[src/hw/vrs_pkg.sv]
package vrs_pkg;
   // command codes
   localparam logic [7:0] CMD_OPERATION   = 8'h01;
   localparam logic [7:0] CMD_ON_OFF_CFG  = 8'h02;
   localparam logic [7:0] CMD_VOUT_CMD    = 8'h21;
   localparam logic [7:0] CMD_VOUT_MAX    = 8'h24;
   localparam logic [7:0] CMD_VOUT_MIN    = 8'h28;
   localparam logic [7:0] CMD_SCALE_LOOP  = 8'h29;
   localparam logic [7:0] CMD_INPUT_TURNON_THRESHOLD      = 8'h35;
   localparam logic [7:0] CMD_INPUT_TURNOFF_THRESHOLD     = 8'h36;
   localparam logic [7:0] CMD_TON_DELAY   = 8'h60;
   localparam logic [7:0] CMD_TOFF_DELAY  = 8'h64;
   localparam logic [7:0] CMD_READ_VOUT   = 8'h8b;
   localparam logic [7:0] CMD_VREF_TRIM   = 8'hd4;
   localparam logic [7:0] CMD_MARGIN_HIGH = 8'hd5;
   localparam logic [7:0] CMD_MARGIN_LOW  = 8'hd6;
   // operation fields
   localparam int OP_ON_BIT      = 7;
   localparam int OP_MARGIN_LSB  = 4;
   localparam logic [1:0] MARGIN_NONE = 2'h0;
   localparam logic [1:0] MARGIN_LOW  = 2'h1;
   localparam logic [1:0] MARGIN_HIGH = 2'h2;
   // on_off_config fields
   localparam int CFG_USE_PIN_BIT = 3;
   localparam int CFG_USE_OP_BIT  = 2;
   // scale loop codes, units of 2^-9
   localparam logic [15:0] SCALE_1    = 16'h0200;
   localparam logic [15:0] SCALE_HALF = 16'h0100;
   localparam logic [15:0] SCALE_QTR  = 16'h0080;
   // vout_command valid ranges per scale
   localparam logic [15:0] VCMD_MIN_1 = 16'd179;
   localparam logic [15:0] VCMD_MAX_1 = 16'd845;
   localparam logic [15:0] VCMD_MIN_H = 16'd358;
   localparam logic [15:0] VCMD_MAX_H = 16'd1690;
   localparam logic [15:0] VCMD_MIN_Q = 16'd716;
   localparam logic [15:0] VCMD_MAX_Q = 16'd2816;
   // reference dac span, 2^-9 v steps
   localparam logic signed [13:0] DAC_MIN = 14'sd179;
   localparam logic signed [13:0] DAC_MAX = 14'sd845;
   // offsets, signed counts
   localparam logic signed [15:0] TRIM_MIN   = -16'sd64;
   localparam logic signed [15:0] TRIM_MAX   = 16'sd63;
   localparam logic signed [15:0] MARGIN_MIN = -16'sd64;
   localparam logic signed [15:0] MARGIN_MAX = 16'sd31;
   // input thresholds, units of 0.25 v
   localparam logic [15:0] INPUT_TURNOFF_THRESHOLD_LOWEST = 16'd16;
   localparam logic [15:0] INPUT_TURNON_THRESHOLD_HIGHEST = 16'd31;
   // reset values
   localparam logic [15:0] RST_VOUT_CMD  = 16'd512;
   localparam logic [15:0] RST_VOUT_MAX  = 16'd2816;
   localparam logic [15:0] RST_VOUT_MIN  = 16'd0;
   localparam logic [15:0] RST_INPUT_TURNON_THRESHOLD    = 16'd18;
   localparam logic [15:0] RST_INPUT_TURNOFF_THRESHOLD   = 16'd16;
   localparam logic [7:0]  RST_OPERATION = 8'h00;
   localparam logic [7:0]  RST_ON_OFF    = 8'h0c;
   localparam logic [15:0] RST_DELAY     = 16'd0;
   // timing
   localparam int DELAY_MAX_MS = 100;
   localparam int CLK_PERIOD_NS = 10;
   localparam int MS_NS = 1000000;
   localparam int MS_CYCLES = MS_NS / CLK_PERIOD_NS;
   // telemetry averaging
   localparam int AVG_LOG2 = 3;
endpackage

[src/hw/vrs_top.sv]
`timescale 1ns/1ps
`default_nettype none
module vrs_top #(
   parameter int MS_CYCLES = vrs_pkg::MS_CYCLES
) (
   // clock and reset
   input  wire logic        sys_clk,
   input  wire logic        nrst,
   // pmbus command port, already framed
   input  wire logic        cmd_wr,
   input  wire logic        cmd_rd,
   input  wire logic [7:0]  cmd_code,
   input  wire logic [15:0] cmd_wdata,
   output logic             rsp_valid,
   output logic             rsp_nack,
   output logic [15:0]      rsp_rdata,
   // converter side
   input  wire logic        control_pin,
   input  wire logic [15:0] vin_code,
   input  wire logic        sense_valid,
   input  wire logic [11:0] sense_amp_output,
   output logic             regulate_en,
   output logic [9:0]       error_amp_reference
);

   typedef enum logic [1:0] {ST_OFF, ST_ON_WAIT, ST_RUN, ST_OFF_WAIT} vrs_state_t;

   logic [7:0]         operation;
   logic [7:0]         on_off_cfg;
   logic [15:0]        vout_cmd;
   logic [15:0]        output_command_upper_limit;
   logic [15:0]        output_command_lower_limit;
   logic [15:0]        feedback_scale_ratio;
   logic [15:0]        input_turnon_threshold;
   logic [15:0]        input_turnoff_threshold;
   logic [15:0]        ton_delay;
   logic [15:0]        toff_delay;
   logic signed [15:0] vref_trim;
   logic signed [15:0] margin_up_offset;
   logic signed [15:0] margin_down_offset;
   logic [15:0]        read_vout;

   // control pin crosses from outside, two flops before use
   logic               pin_meta;
   logic               pin_sync;
   always_ff @(posedge sys_clk or negedge nrst) begin
      if (!nrst) begin
         pin_meta <= 1'b0;
         pin_sync <= 1'b0;
      end else begin
         pin_meta <= control_pin;
         pin_sync <= pin_meta;
      end
   end

   function automatic logic [15:0] clamp_u(input logic [15:0] v, input logic [15:0] lo,
                                           input logic [15:0] hi);
      if (v < lo)
         return lo;
      else if (v > hi)
         return hi;
      else
         return v;
   endfunction

   function automatic logic signed [15:0] clamp_s(input logic signed [15:0] v,
                                                  input logic signed [15:0] lo,
                                                  input logic signed [15:0] hi);
      if (v < lo)
         return lo;
      else if (v > hi)
         return hi;
      else
         return v;
   endfunction

   // valid command range for the present scale
   logic [15:0] range_lo;
   logic [15:0] range_hi;
   logic [1:0]  scale_shift;
   always_comb begin
      range_lo    = vrs_pkg::VCMD_MIN_1;
      range_hi    = vrs_pkg::VCMD_MAX_1;
      scale_shift = 2'd0;
      if (feedback_scale_ratio == vrs_pkg::SCALE_HALF) begin
         range_lo    = vrs_pkg::VCMD_MIN_H;
         range_hi    = vrs_pkg::VCMD_MAX_H;
         scale_shift = 2'd1;
      end else if (feedback_scale_ratio == vrs_pkg::SCALE_QTR) begin
         range_lo    = vrs_pkg::VCMD_MIN_Q;
         range_hi    = vrs_pkg::VCMD_MAX_Q;
         scale_shift = 2'd2;
      end
   end

   logic scale_ok;
   assign scale_ok = (cmd_wdata == vrs_pkg::SCALE_1) || (cmd_wdata == vrs_pkg::SCALE_HALF) ||
                     (cmd_wdata == vrs_pkg::SCALE_QTR);

   // limits first, then the scale range, so a stale limit cannot push past the table
   logic [15:0] next_vout_cmd;
   assign next_vout_cmd = clamp_u(clamp_u(cmd_wdata, output_command_lower_limit,
                                          output_command_upper_limit),
                                  range_lo, range_hi);

   logic mapped;
   always_comb begin
      case (cmd_code)
         vrs_pkg::CMD_OPERATION, vrs_pkg::CMD_ON_OFF_CFG, vrs_pkg::CMD_VOUT_CMD,
         vrs_pkg::CMD_VOUT_MAX, vrs_pkg::CMD_VOUT_MIN, vrs_pkg::CMD_SCALE_LOOP,
         vrs_pkg::CMD_INPUT_TURNON_THRESHOLD, vrs_pkg::CMD_INPUT_TURNOFF_THRESHOLD, vrs_pkg::CMD_TON_DELAY,
         vrs_pkg::CMD_TOFF_DELAY, vrs_pkg::CMD_READ_VOUT, vrs_pkg::CMD_VREF_TRIM,
         vrs_pkg::CMD_MARGIN_HIGH, vrs_pkg::CMD_MARGIN_LOW: mapped = 1'b1;
         default: mapped = 1'b0;
      endcase
   end

   // an operation write pulses op_update for one cycle
   logic op_update;

   always_ff @(posedge sys_clk or negedge nrst) begin
      if (!nrst) begin
         operation                  <= vrs_pkg::RST_OPERATION;
         on_off_cfg                 <= vrs_pkg::RST_ON_OFF;
         vout_cmd                   <= vrs_pkg::RST_VOUT_CMD;
         output_command_upper_limit <= vrs_pkg::RST_VOUT_MAX;
         output_command_lower_limit <= vrs_pkg::RST_VOUT_MIN;
         feedback_scale_ratio       <= vrs_pkg::SCALE_1;
         input_turnon_threshold     <= vrs_pkg::RST_INPUT_TURNON_THRESHOLD;
         input_turnoff_threshold    <= vrs_pkg::RST_INPUT_TURNOFF_THRESHOLD;
         ton_delay                  <= vrs_pkg::RST_DELAY;
         toff_delay                 <= vrs_pkg::RST_DELAY;
         vref_trim                  <= '0;
         margin_up_offset           <= '0;
         margin_down_offset         <= '0;
         op_update                  <= 1'b0;
      end else begin
         op_update <= 1'b0;
         if (cmd_wr) begin
            case (cmd_code)
               vrs_pkg::CMD_OPERATION: begin
                  operation <= cmd_wdata[7:0];
                  op_update <= 1'b1;
               end
               vrs_pkg::CMD_ON_OFF_CFG: on_off_cfg <= cmd_wdata[7:0];
               vrs_pkg::CMD_VOUT_CMD:   vout_cmd <= next_vout_cmd;
               vrs_pkg::CMD_VOUT_MAX:   output_command_upper_limit <= cmd_wdata;
               vrs_pkg::CMD_VOUT_MIN:   output_command_lower_limit <= cmd_wdata;
               vrs_pkg::CMD_SCALE_LOOP: begin
                  if (scale_ok)
                     feedback_scale_ratio <= cmd_wdata;
               end
               vrs_pkg::CMD_INPUT_TURNON_THRESHOLD: begin
                  input_turnon_threshold <= clamp_u(cmd_wdata, '0,
                                                    vrs_pkg::INPUT_TURNON_THRESHOLD_HIGHEST);
               end
               vrs_pkg::CMD_INPUT_TURNOFF_THRESHOLD: begin
                  input_turnoff_threshold <= clamp_u(cmd_wdata, vrs_pkg::INPUT_TURNOFF_THRESHOLD_LOWEST,
                                                     16'hffff);
               end
               vrs_pkg::CMD_TON_DELAY: begin
                  ton_delay <= clamp_u(cmd_wdata, '0,
                                       16'(vrs_pkg::DELAY_MAX_MS));
               end
               vrs_pkg::CMD_TOFF_DELAY: begin
                  toff_delay <= clamp_u(cmd_wdata, '0,
                                        16'(vrs_pkg::DELAY_MAX_MS));
               end
               vrs_pkg::CMD_VREF_TRIM: begin
                  vref_trim <= clamp_s(cmd_wdata, vrs_pkg::TRIM_MIN,
                                       vrs_pkg::TRIM_MAX);
               end
               vrs_pkg::CMD_MARGIN_HIGH: begin
                  margin_up_offset <= clamp_s(cmd_wdata, vrs_pkg::MARGIN_MIN,
                                              vrs_pkg::MARGIN_MAX);
               end
               vrs_pkg::CMD_MARGIN_LOW: begin
                  margin_down_offset <= clamp_s(cmd_wdata, vrs_pkg::MARGIN_MIN,
                                                vrs_pkg::MARGIN_MAX);
               end
               default: begin
               end
            endcase
         end
      end
   end

   // read answers one cycle after the strobe
   always_ff @(posedge sys_clk or negedge nrst) begin
      if (!nrst) begin
         rsp_valid <= 1'b0;
         rsp_nack  <= 1'b0;
         rsp_rdata <= '0;
      end else begin
         rsp_valid <= cmd_rd || cmd_wr;
         rsp_nack  <= (cmd_rd || cmd_wr) && !mapped;
         if (cmd_rd) begin
            case (cmd_code)
               vrs_pkg::CMD_OPERATION:   rsp_rdata <= {8'h00, operation};
               vrs_pkg::CMD_ON_OFF_CFG:  rsp_rdata <= {8'h00, on_off_cfg};
               vrs_pkg::CMD_VOUT_CMD:    rsp_rdata <= vout_cmd;
               vrs_pkg::CMD_VOUT_MAX:    rsp_rdata <= output_command_upper_limit;
               vrs_pkg::CMD_VOUT_MIN:    rsp_rdata <= output_command_lower_limit;
               vrs_pkg::CMD_SCALE_LOOP:  rsp_rdata <= feedback_scale_ratio;
               vrs_pkg::CMD_INPUT_TURNON_THRESHOLD:      rsp_rdata <= input_turnon_threshold;
               vrs_pkg::CMD_INPUT_TURNOFF_THRESHOLD:     rsp_rdata <= input_turnoff_threshold;
               vrs_pkg::CMD_TON_DELAY:   rsp_rdata <= ton_delay;
               vrs_pkg::CMD_TOFF_DELAY:  rsp_rdata <= toff_delay;
               vrs_pkg::CMD_READ_VOUT:   rsp_rdata <= read_vout;
               vrs_pkg::CMD_VREF_TRIM:   rsp_rdata <= vref_trim;
               vrs_pkg::CMD_MARGIN_HIGH: rsp_rdata <= margin_up_offset;
               vrs_pkg::CMD_MARGIN_LOW:  rsp_rdata <= margin_down_offset;
               default:                  rsp_rdata <= '0;
            endcase
         end
      end
   end

   // input undervoltage lockout with hysteresis between the two thresholds
   logic vin_ok;
   always_ff @(posedge sys_clk or negedge nrst) begin
      if (!nrst)
         vin_ok <= 1'b0;
      else if (!vin_ok && vin_code >= input_turnon_threshold)
         vin_ok <= 1'b1;
      else if (vin_ok && vin_code < input_turnoff_threshold)
         vin_ok <= 1'b0;
   end

   logic gate;
   assign gate = vin_ok && (!on_off_cfg[vrs_pkg::CFG_USE_PIN_BIT] || pin_sync) &&
                 (!on_off_cfg[vrs_pkg::CFG_USE_OP_BIT] ||
                  operation[vrs_pkg::OP_ON_BIT]);

   // millisecond enable; the divider free-runs so a delay may start mid-tick
   logic [31:0] ms_div;
   logic        ms_tick;
   always_ff @(posedge sys_clk or negedge nrst) begin
      if (!nrst) begin
         ms_div  <= '0;
         ms_tick <= 1'b0;
      end else if (ms_div == 32'(MS_CYCLES - 1)) begin
         ms_div  <= '0;
         ms_tick <= 1'b1;
      end else begin
         ms_div  <= ms_div + 32'd1;
         ms_tick <= 1'b0;
      end
   end

   vrs_state_t  state;
   logic [15:0] ms_left;
   always_ff @(posedge sys_clk or negedge nrst) begin
      if (!nrst) begin
         state       <= ST_OFF;
         ms_left     <= '0;
         regulate_en <= 1'b0;
      end else begin
         case (state)
            ST_OFF: begin
               regulate_en <= 1'b0;
               if (gate && ton_delay == '0) begin
                  state       <= ST_RUN;
                  regulate_en <= 1'b1;
               end else if (gate) begin
                  state   <= ST_ON_WAIT;
                  ms_left <= ton_delay;
               end
            end
            ST_ON_WAIT: begin
               if (!gate)
                  state <= ST_OFF;
               else if (ms_tick && ms_left == 16'd1) begin
                  state       <= ST_RUN;
                  regulate_en <= 1'b1;
               end else if (ms_tick)
                  ms_left <= ms_left - 16'd1;
            end
            ST_RUN: begin
               if (!gate && toff_delay == '0) begin
                  state       <= ST_OFF;
                  regulate_en <= 1'b0;
               end else if (!gate) begin
                  state   <= ST_OFF_WAIT;
                  ms_left <= toff_delay;
               end
            end
            ST_OFF_WAIT: begin
               if (gate)
                  state <= ST_RUN;
               else if (ms_tick && ms_left == 16'd1) begin
                  state       <= ST_OFF;
                  regulate_en <= 1'b0;
               end else if (ms_tick)
                  ms_left <= ms_left - 16'd1;
            end
            default: begin
               state       <= ST_OFF;
               regulate_en <= 1'b0;
            end
         endcase
      end
   end
   // op_update drives nothing; the gate reads the operation register itself
   logic unused_op_update;
   assign unused_op_update = op_update;

   // reference: scaled command plus margin plus trim, saturated to the dac span
   logic signed [13:0] base_ref;
   logic signed [13:0] margin_sel;
   logic signed [13:0] ref_sum;
   always_comb begin
      base_ref = $signed({2'b00, 12'(vout_cmd >> scale_shift)});
      case (operation[vrs_pkg::OP_MARGIN_LSB +: 2])
         vrs_pkg::MARGIN_HIGH: margin_sel = 14'(margin_up_offset);
         vrs_pkg::MARGIN_LOW:  margin_sel = 14'(margin_down_offset);
         default:              margin_sel = '0;
      endcase
      ref_sum = base_ref + margin_sel + 14'(vref_trim);
   end

   always_ff @(posedge sys_clk or negedge nrst) begin
      if (!nrst)
         error_amp_reference <= 10'(vrs_pkg::DAC_MIN);
      else if (ref_sum < vrs_pkg::DAC_MIN)
         error_amp_reference <= 10'(vrs_pkg::DAC_MIN);
      else if (ref_sum > vrs_pkg::DAC_MAX)
         error_amp_reference <= 10'(vrs_pkg::DAC_MAX);
      else
         error_amp_reference <= 10'(ref_sum);
   end

   // telemetry: block average of 2^AVG_LOG2 samples; readback holds the last full block
   logic [2:0]  avg_cnt;
   logic [14:0] avg_acc;
   always_ff @(posedge sys_clk or negedge nrst) begin
      if (!nrst) begin
         avg_cnt   <= '0;
         avg_acc   <= '0;
         read_vout <= '0;
      end else if (sense_valid) begin
         avg_cnt <= avg_cnt + 3'd1;
         if (avg_cnt == 3'd7) begin
            avg_acc   <= '0;
            read_vout <= 16'((avg_acc + 15'(sense_amp_output)) >> vrs_pkg::AVG_LOG2);
         end else
            avg_acc <= avg_acc + 15'(sense_amp_output);
      end
   end

endmodule
`default_nettype wire

[config.mk]
export PLATFORM = sky130hd
export DESIGN_NAME = vrs_top
export DESIGN_NICKNAME = d
export VERILOG_FILES = /design/src/hw/vrs_pkg.sv /design/src/hw/vrs_top.sv
export SDC_FILE = /design/constraint.sdc
export NUM_CORES = 1
export LEC_CHECK = 0
export ABC_AREA = 1
export ABC_CLOCK_PERIOD_IN_PS = 9400
export BUFFER_PORTS_ARGS = -buffer_cell sky130_fd_sc_hd__buf_2
export CAP_MARGIN = 20
export CORE_UTILIZATION = 39
export CTS_CLUSTER_DIAMETER = 40
export DETAILED_ROUTE_END_ITERATION = 10
export GPL_TIMING_DRIVEN = 0
export HOLD_SLACK_MARGIN = 0.02
export PLACE_DENSITY = 0.63
export SLEW_MARGIN = 10
export SYNTH_ARGS = -nofsm -noshare
export SYNTH_HDL_FRONTEND = slang
export SYNTH_SLANG_ARGS = --single-unit
[constraint.sdc]
create_clock -name sys_clk -period 9.4 [get_ports sys_clk]
set_input_delay 1.41 -clock sys_clk [delete_from_list [all_inputs] [get_ports sys_clk]]
set_output_delay 1.41 -clock sys_clk [all_outputs]
set_load 0.02 [all_outputs]
==> results of run 1 <==
-- logic make-up after synthesis --
group / share of synthesized area, %
buffers and inverters: 9.81
AND/OR/NAND/NOR: 20.1
AO/OA/AOI/OAI: 16.8
XOR/XNOR: 1.96
flip-flops: 41.9
adder cells (fa/ha/maj): 9.33
-- report_power, final --
part           leakage [nW]  total [mW]  internal [mW]  switching (mW)
combinational          6.11        1.15          0.391           0.756
sequential             3.74        1.62           1.49           0.134
clock                 0.837        1.88           1.17           0.715
-- layout make-up --
cell class | instances | area share, %
Multi-Input combinational cell | 1527 | 41.5
Sequential cell | 306 | 36.0
Inverter | 406 | 7.16
Clock buffer | 56 | 6.22
Tap cell | 607 | 3.57
Timing Repair Buffer | 88 | 2.44
Clock inverter | 35 | 1.83
Buffer | 61 | 1.27
Antenna cell | 1 | 0.0118
-- through the flow --
step	power, mW	hold WS, ns	cell area [um2]
floorplan	2.40	0.331	18300
global placement	2.73	0.337	19500
detailed placement	2.77	0.349	19600
CTS	4.67	0.362	21300
global route	4.91	0.373	21300
finish	4.65	0.361	21300
-- state kept, by name (all words and copies together) (netlist names), 2 cells and up --
register / count
ton_delay: 16
avg_cnt: 3
error_amp_reference: 10
input_turnoff_threshold: 16
vref_trim: 16
feedback_scale_ratio: 16
ms_left: 16
vout_cmd: 16
margin_up_offset: 16
rsp_rdata: 16
read_vout: 13
margin_down_offset: 16
ms_div: 32
on_off_cfg: 8
input_turnon_threshold: 16
state: 2
output_command_lower_limit: 16
toff_delay: 16
avg_acc: 15
operation: 8
output_command_upper_limit: 16
-- synth_stat cells, types with 8 or more instances --
library cell,number
sky130_fd_sc_hd__inv_1,402
sky130_fd_sc_hd__a221oi_1,39
sky130_fd_sc_hd__nand2_2,8
sky130_fd_sc_hd__nand3_1,68
sky130_fd_sc_hd__xnor2_1,8
sky130_fd_sc_hd__o22ai_1,91
sky130_fd_sc_hd__nand4_1,39
sky130_fd_sc_hd__nand2_1,471
sky130_fd_sc_hd__nor3_1,37
sky130_fd_sc_hd__dfrtp_1,291
sky130_fd_sc_hd__o211ai_1,10
sky130_fd_sc_hd__o21ai_0,234
sky130_fd_sc_hd__o21ai_1,11
sky130_fd_sc_hd__clkbuf_1,53
sky130_fd_sc_hd__fa_1,14
sky130_fd_sc_hd__xor2_1,33
sky130_fd_sc_hd__ha_1,114
sky130_fd_sc_hd__nor2_1,144
sky130_fd_sc_hd__dfstp_2,15
sky130_fd_sc_hd__a21oi_1,90
sky130_fd_sc_hd__o221ai_1,8
sky130_fd_sc_hd__nor4_1,25
-- per-layer routing --
metal  part of all wire (%)  global-route usage [%]  vias up  routed length [um]
met5                  0.048                       0        -                  28
met4                    4.0                    11.0        6                2350
met3                    8.4                    5.29      125                4900
met2                     43                    37.3      668               25300
met1                     44                    34.1     8053               25800
li1                       -                       -     7964                   -
-- worst max-delay path: cells and delay by family, from the launching register on --
family | cells | cell delay, ns
AND/OR/NAND/NOR | 11 | 2.15
adder cells (fa/ha/maj) | 2 | 0.70
buffers and inverters | 5 | 0.99
AO/OA/AOI/OAI | 6 | 1.13
flip-flops | 1 | 0.36
XOR/XNOR | 1 | 0.19
-- worst min-delay path by stage --
stage | start | end | slack [ns]
floorplan | pin_meta | pin_sync | 0.33
global route | pin_meta | pin_sync | 0.37
detailed placement | pin_meta | pin_sync | 0.35
finish | pin_meta | pin_sync | 0.36
CTS | pin_meta | pin_sync | 0.36
global placement | pin_meta | pin_sync | 0.34
==> out/summary.json, run 1 <==
{
  "critical_path": {
    "worst_reg_to_reg_cells": 25,
    "critPathCaptureType": "flip-flop",
    "critical_path.startpoint": "feedback_scale_ratio[0]",
    "cp-endpoint": "error_amp_reference[7]",
    "critical_path.max_fanout": 10,
    "worst_ep_arrival_time_ns": 6.12,
    "worst_r2r_setup_slack_ns": 3.77,
    "start_kind": "flip-flop",
    "crit-reg2reg-capture": "error_amp_reference[7]",
    "regToRegStartpoint": "feedback_scale_ratio[0]",
    "setup.worst_path.class": "flip-flop to flip-flop",
    "critical_path.max_stage_delay_ns": 0.52,
    "worst_path_max_delay_cell": "sky130_fd_sc_hd__nand3_1",
    "worst-endpoint-required_ns": 9.89
  },
  "timing": {
    "grt_setup_unrepaired": "false",
    "finalWorstSetupSlack_ns": 3.77,
    "max_slew_violation_count": 0,
    "report.final.setup_viol": 0,
    "timing.final.crit_period_ns": 5.63,
    "fin_worst_skew_ns": 0.0152,
    "timing.final.crit_share_pct": 59.9,
    "fmax_mhz": 178,
    "maxSlewHeadroom_pct": 26.5,
    "hold_fails_final_rpt": 0,
    "tightestPinTransition_ns": 1.09,
    "setup-tns-final_ns": 0
  },
  "die": {
    "floorplan.die_area_mm2": 0.0478,
    "ioPinCount": 87,
    "fp.dieH_um": 219,
    "starting_density_pct": 39.4,
    "fp-row-count": 79,
    "dieWidth_um": 219,
    "core_area_mm2": 0.0465
  },
  "synthesis": {
    "synth_top_area_share_pct": 39.8,
    "synthesis.nets": 2486,
    "post-synth-top-area-cell": "sky130_fd_sc_hd__dfrtp_1",
    "synth.ff_latch_count": 306,
    "synth.yosys.warnings": 0,
    "yosys.cell_types.count": 57,
    "synth_ff_type": "sky130_fd_sc_hd__dfrtp_1",
    "yosys-top-cells-area": "sky130_fd_sc_hd__dfrtp_1, sky130_fd_sc_hd__nand2_1, sky130_fd_sc_hd__inv_1",
    "synth_enable_flop_cells": 0,
    "post_syn_area_mm2": 0.0183,
    "syn-instance-count": 2300,
    "postSynth.asyncResetShare_pct": 100,
    "synth.yosys.seq_area_share_pct": 41.9,
    "post_synth.cell_area_avg_um2": 7.96
  },
  "job": {
    "max_cap_violations": 0
  },
  "final_layout": {
    "layout.cells.most_common_list": "sky130_fd_sc_hd__nand2_1, sky130_fd_sc_hd__inv_1, sky130_fd_sc_hd__dfrtp_1, sky130_fd_sc_hd__o21ai_0, sky130_fd_sc_hd__nor2_1",
    "final_common_cell": "sky130_fd_sc_hd__nand2_1",
    "share_of_the_core_filled_with_cells_pct": 45.8,
    "post_route_non_filler_standard_cell_count": 3087,
    "post_route_cells_drive_above_1_share_pct": 9.88,
    "flow.area_growth_from_synthesis_pct": 16.4,
    "filler_cell_count": 4549,
    "multiInputGateArea_mm2": 0.00883,
    "design.final.nets": 2625,
    "register_area_mm2": 0.00768
  },
  "detailed_routing": {
    "first_pass_iters": 5,
    "routed_wire_length_per_instance_um": 18.9,
    "ant_nets": 0,
    "drc": 0,
    "viasPerCell": 5.45,
    "route.vias.total": 16800,
    "drt_iter0_drc": 1547,
    "finalWirelength_um": 58300
  },
  "clocking": {
    "post_cts.repair.setup_buffers": 0,
    "numCtsBuffers": 49,
    "number_of_clock_sinks": 306,
    "h-tree-depth": 2,
    "post_cts.resized_instances": 0,
    "clk_transition_reported_paths_ns": 0.06,
    "cts.hold.buffers_added": 0,
    "clk_root_buffer_cell": "sky130_fd_sc_hd__clkbuf_16",
    "cts-root-to-sink-buffers": 3,
    "worstSkewPairLatency_ns": 0.59,
    "cts_tree": "yes"
  },
  "power_and_ir_drop": {
    "max-vdd-ir-drop_uv": 184,
    "static-leakage-power_nw": 10.7,
    "pwr_density_cell_mw_per_mm2": 219
  },
  "global_route": {
    "grt_max_degree": 112,
    "vias_in_the_first_global_route": 16100,
    "global_route.usage.total_pct": 24.8,
    "antenna_violations_before_repair": 4,
    "grt_pass1_wl_um": 91200,
    "grt_overflow": 0
  },
  "place": {
    "gp_congestion": 0.958,
    "detailedPlacementHpwl_um": 45200,
    "buffers_on_ports": 83,
    "place_inst": 2994,
    "place_worst_setup_slack_ns": 3.67
  },
  "status": {
    "run_status": "complete, no violations"
  },
  "worst_hold_path": {
    "hold_path.class": "flip-flop to flip-flop",
    "hold_path_depth": 0
  }
}
Note: power is estimated with default switching activity, not from simulation.
==> run 2: changes to the inputs <==
--- a/config.mk
+++ b/config.mk
@@ -6,7 +6,7 @@
 export NUM_CORES = 1
 export LEC_CHECK = 0
 export ABC_AREA = 1
-export ABC_CLOCK_PERIOD_IN_PS = 9400
+export ABC_CLOCK_PERIOD_IN_PS = 4800
 export BUFFER_PORTS_ARGS = -buffer_cell sky130_fd_sc_hd__buf_2
 export CAP_MARGIN = 20
 export CORE_UTILIZATION = 39
@@ -14,7 +14,7 @@
 export DETAILED_ROUTE_END_ITERATION = 10
 export GPL_TIMING_DRIVEN = 0
 export HOLD_SLACK_MARGIN = 0.02
-export PLACE_DENSITY = 0.63
+export PLACE_DENSITY = 0.65
 export SLEW_MARGIN = 10
 export SYNTH_ARGS = -nofsm -noshare
 export SYNTH_HDL_FRONTEND = slang
==> constraint.sdc (replaced) <==
create_clock -name sys_clk -period 4.8 [get_ports sys_clk]
set_input_delay 0.72 -clock sys_clk [delete_from_list [all_inputs] [get_ports sys_clk]]
set_output_delay 0.72 -clock sys_clk [all_outputs]
set_load 0.02 [all_outputs]
==> run 2 against run 1 <==
- sequential share of layout area fell by 0.10 points
- maximum frequency is 24% higher
- via count hardly changed
- global-route usage down 0.25 points
- first-iteration DRC count rose by 5.6%
- critical path type unchanged
- register-to-register slack lost 3.5 ns
- setup slack lost 3.5 ns
==> out/summary.json, run 2 (synthesis gave the netlist of run 1 again) <==
{
  "status": {
    "run_status": "complete, no violations"
  },
  "timing": {
    "report.final.setup_viol": 0,
    "tightestPinTransition_ns": 1.10,
    "timing.final.crit_period_ns": 4.54,
    "max_slew_violation_count": 0,
    "fmax_mhz": 220,
    "hold_fails_final_rpt": 0,
    "timing.final.crit_share_pct": 94.6,
    "setup-tns-final_ns": 0,
    "worst_case_hold_slack_ns": 0.252,
    "fin_worst_skew_ns": 0.0209,
    "maxSlewHeadroom_pct": 26.3
  },
  "detailed_routing": {
    "route.vias.total": 16800,
    "drc": 0,
    "finalWirelength_um": 57900,
    "routed_wire_length_per_instance_um": 18.8,
    "ant_nets": 0,
    "viasPerCell": 5.45,
    "drt_iter0_drc": 1633,
    "first_pass_iters": 6
  },
  "power_and_ir_drop": {
    "net_load_switching_power_mw": 3.14,
    "internal_power_mw": 5.87,
    "max-vdd-ir-drop_uv": 403,
    "static-leakage-power_nw": 10.7,
    "pwr_density_cell_mw_per_mm2": 422,
    "comb_power_share_pct": 25.1,
    "finalPower_mw": 9.01,
    "seq_power_share_pct": 35.3,
    "clock_power_share_pct": 39.5,
    "power_switching_share_pct": 34.9
  },
  "final_layout": {
    "largest_reg_flops": 32,
    "antenna_cells": 0,
    "share_of_the_core_filled_with_cells_pct": 46.0,
    "post_route_non_filler_standard_cell_count": 3083,
    "registers.top_by_ff_count": "ms_div",
    "design.final.nets": 2626,
    "layout.cells.most_common_list": "sky130_fd_sc_hd__nand2_1, sky130_fd_sc_hd__inv_1, sky130_fd_sc_hd__dfrtp_1, sky130_fd_sc_hd__o21ai_0, sky130_fd_sc_hd__nor2_1",
    "post_route_cells_drive_above_1_share_pct": 10.7,
    "flow.area_growth_from_synthesis_pct": 16.7,
    "final_common_cell": "sky130_fd_sc_hd__nand2_1"
  },
  "place": {
    "gp_congestion": 0.945,
    "buffers_on_ports": 83,
    "place_inst": 2993,
    "detailedPlacementHpwl_um": 44400
  },
  "critical_path": {
    "path_buf_inv": 4,
    "worst_ep_arrival_time_ns": 4.99,
    "start_kind": "flip-flop",
    "worst-endpoint-required_ns": 5.25,
    "path_delay_family": "compound AO/OA/AOI/OAI gates",
    "critical_path.max_stage_delay_ns": 0.68,
    "worst_path_max_delay_cell": "sky130_fd_sc_hd__o21ai_0",
    "critical_path.max_fanout": 10,
    "setup.worst_path.class": "flip-flop to flip-flop",
    "critPathCaptureType": "flip-flop",
    "timing.critical_path.cells": "inv_1 > ha_1 > nand4_1 > nor3_2 > nand3_2 > nand2_4 > buf_6 > buf_2 > o21ai_0 > o21ai_0 > ha_1 > a21oi_1 > o311ai_0 > a21o_1 > nand2_1 > nand3_1 > buf_2 > nand3_1 > nand2_1 > o21ai_2"
  },
  "clocking": {
    "number_of_clock_sinks": 306,
    "numCtsBuffers": 48,
    "clk_root_buffer_cell": "sky130_fd_sc_hd__clkbuf_16",
    "worstSkewPairLatency_ns": 0.58,
    "cts-root-to-sink-buffers": 3,
    "cts_tree": "yes",
    "h-tree-depth": 2,
    "clk_transition_reported_paths_ns": 0.06
  },
  "die": {
    "ioPinCount": 87,
    "dieWidth_um": 219,
    "fp-row-count": 79,
    "floorplan.die_area_mm2": 0.0478,
    "fp.dieH_um": 219,
    "starting_density_pct": 39.4,
    "core_area_mm2": 0.0465
  },
  "global_route": {
    "grt_pass1_wl_um": 91000,
    "grt_util_met1_pct": 34.4,
    "grtUsageMet3_pct": 4.16,
    "grt_max_degree": 113,
    "antenna_violations_before_repair": 2,
    "top_usage_layer": "met2",
    "grt_overflow": 0,
    "vias_in_the_first_global_route": 16200,
    "use_met2_pct": 37.3,
    "global_route.usage.total_pct": 24.6
  },
  "worst_hold_path": {
    "hold_path.class": "input port to flip-flop"
  },
  "job": {
    "max_cap_violations": 0
  }
}
-- run 2: through the flow --
stage | area, um2 | setup slack [ns]
6_report | 21400 | 0.261
3_5_place_dp | 19600 | -0.696
3_3_place_gp | 19500 | -2.77
5_1_grt | 21400 | -0.0333
4_1_cts | 21300 | 0.0100
2_1_floorplan | 18300 | 0.731
-- run 2: timing repair --
item / CTS / global route
hold buffers: 1 / 0
endpoints found under the hold margin: 34 / 0
buffers inserted: 0 / 1
cloned: 0 / 0
gates resized for setup: 13 / 23
endpoints found under the setup margin: 10 / 22
pin swaps: 2 / 2
-- run 2: power groups by stage --
stage	logic, mW	clock network [mW]	registers, mW
after floorplan	1.54	0	3.16
after global placement	2.14	0	3.20
after detailed placement	2.21	0	3.21
after CTS	2.23	3.61	3.17
after global routing	2.59	3.72	3.20
final	2.26	3.56	3.18
-- run 2: worst paths after layout --
kind,from,endpoint,slack [ns],cells after the start
setup reg to reg,output_command_upper_limit[11],vout_cmd[8],0.26,20
hold reg to reg,pin_meta,pin_sync,0.35,0
min in group asynchronous,nrst,ms_div[31],0.61,2
max in group asynchronous,nrst,rsp_rdata[1],2.90,4
hold / removal,control_pin,pin_meta,0.25,1
setup / recovery,output_command_upper_limit[11],vout_cmd[8],0.26,20
-- run 2: per-layer routing --
layer	part of all wire (%)	routed length, um	vias to the layer above
met1	44	25600	8083
met5	0.031	18	-
li1	-	-	7967
met3	8.3	4830	109
met4	3.8	2200	4
met2	44	25200	647
-- run 2: final cells by class --
| cell class | instances | area (um2) |
|---|---|---|
| fill | 4614 | 25100 |
| clock buffer | 52 | 1270 |
| timing repair buffer | 90 | 551 |
| inverter | 406 | 1530 |
| sequential | 306 | 7680 |
| buffer | 61 | 274 |
| multi-input combinational | 1527 | 8940 |
| clock inverter | 34 | 368 |
| tap | 607 | 759 |
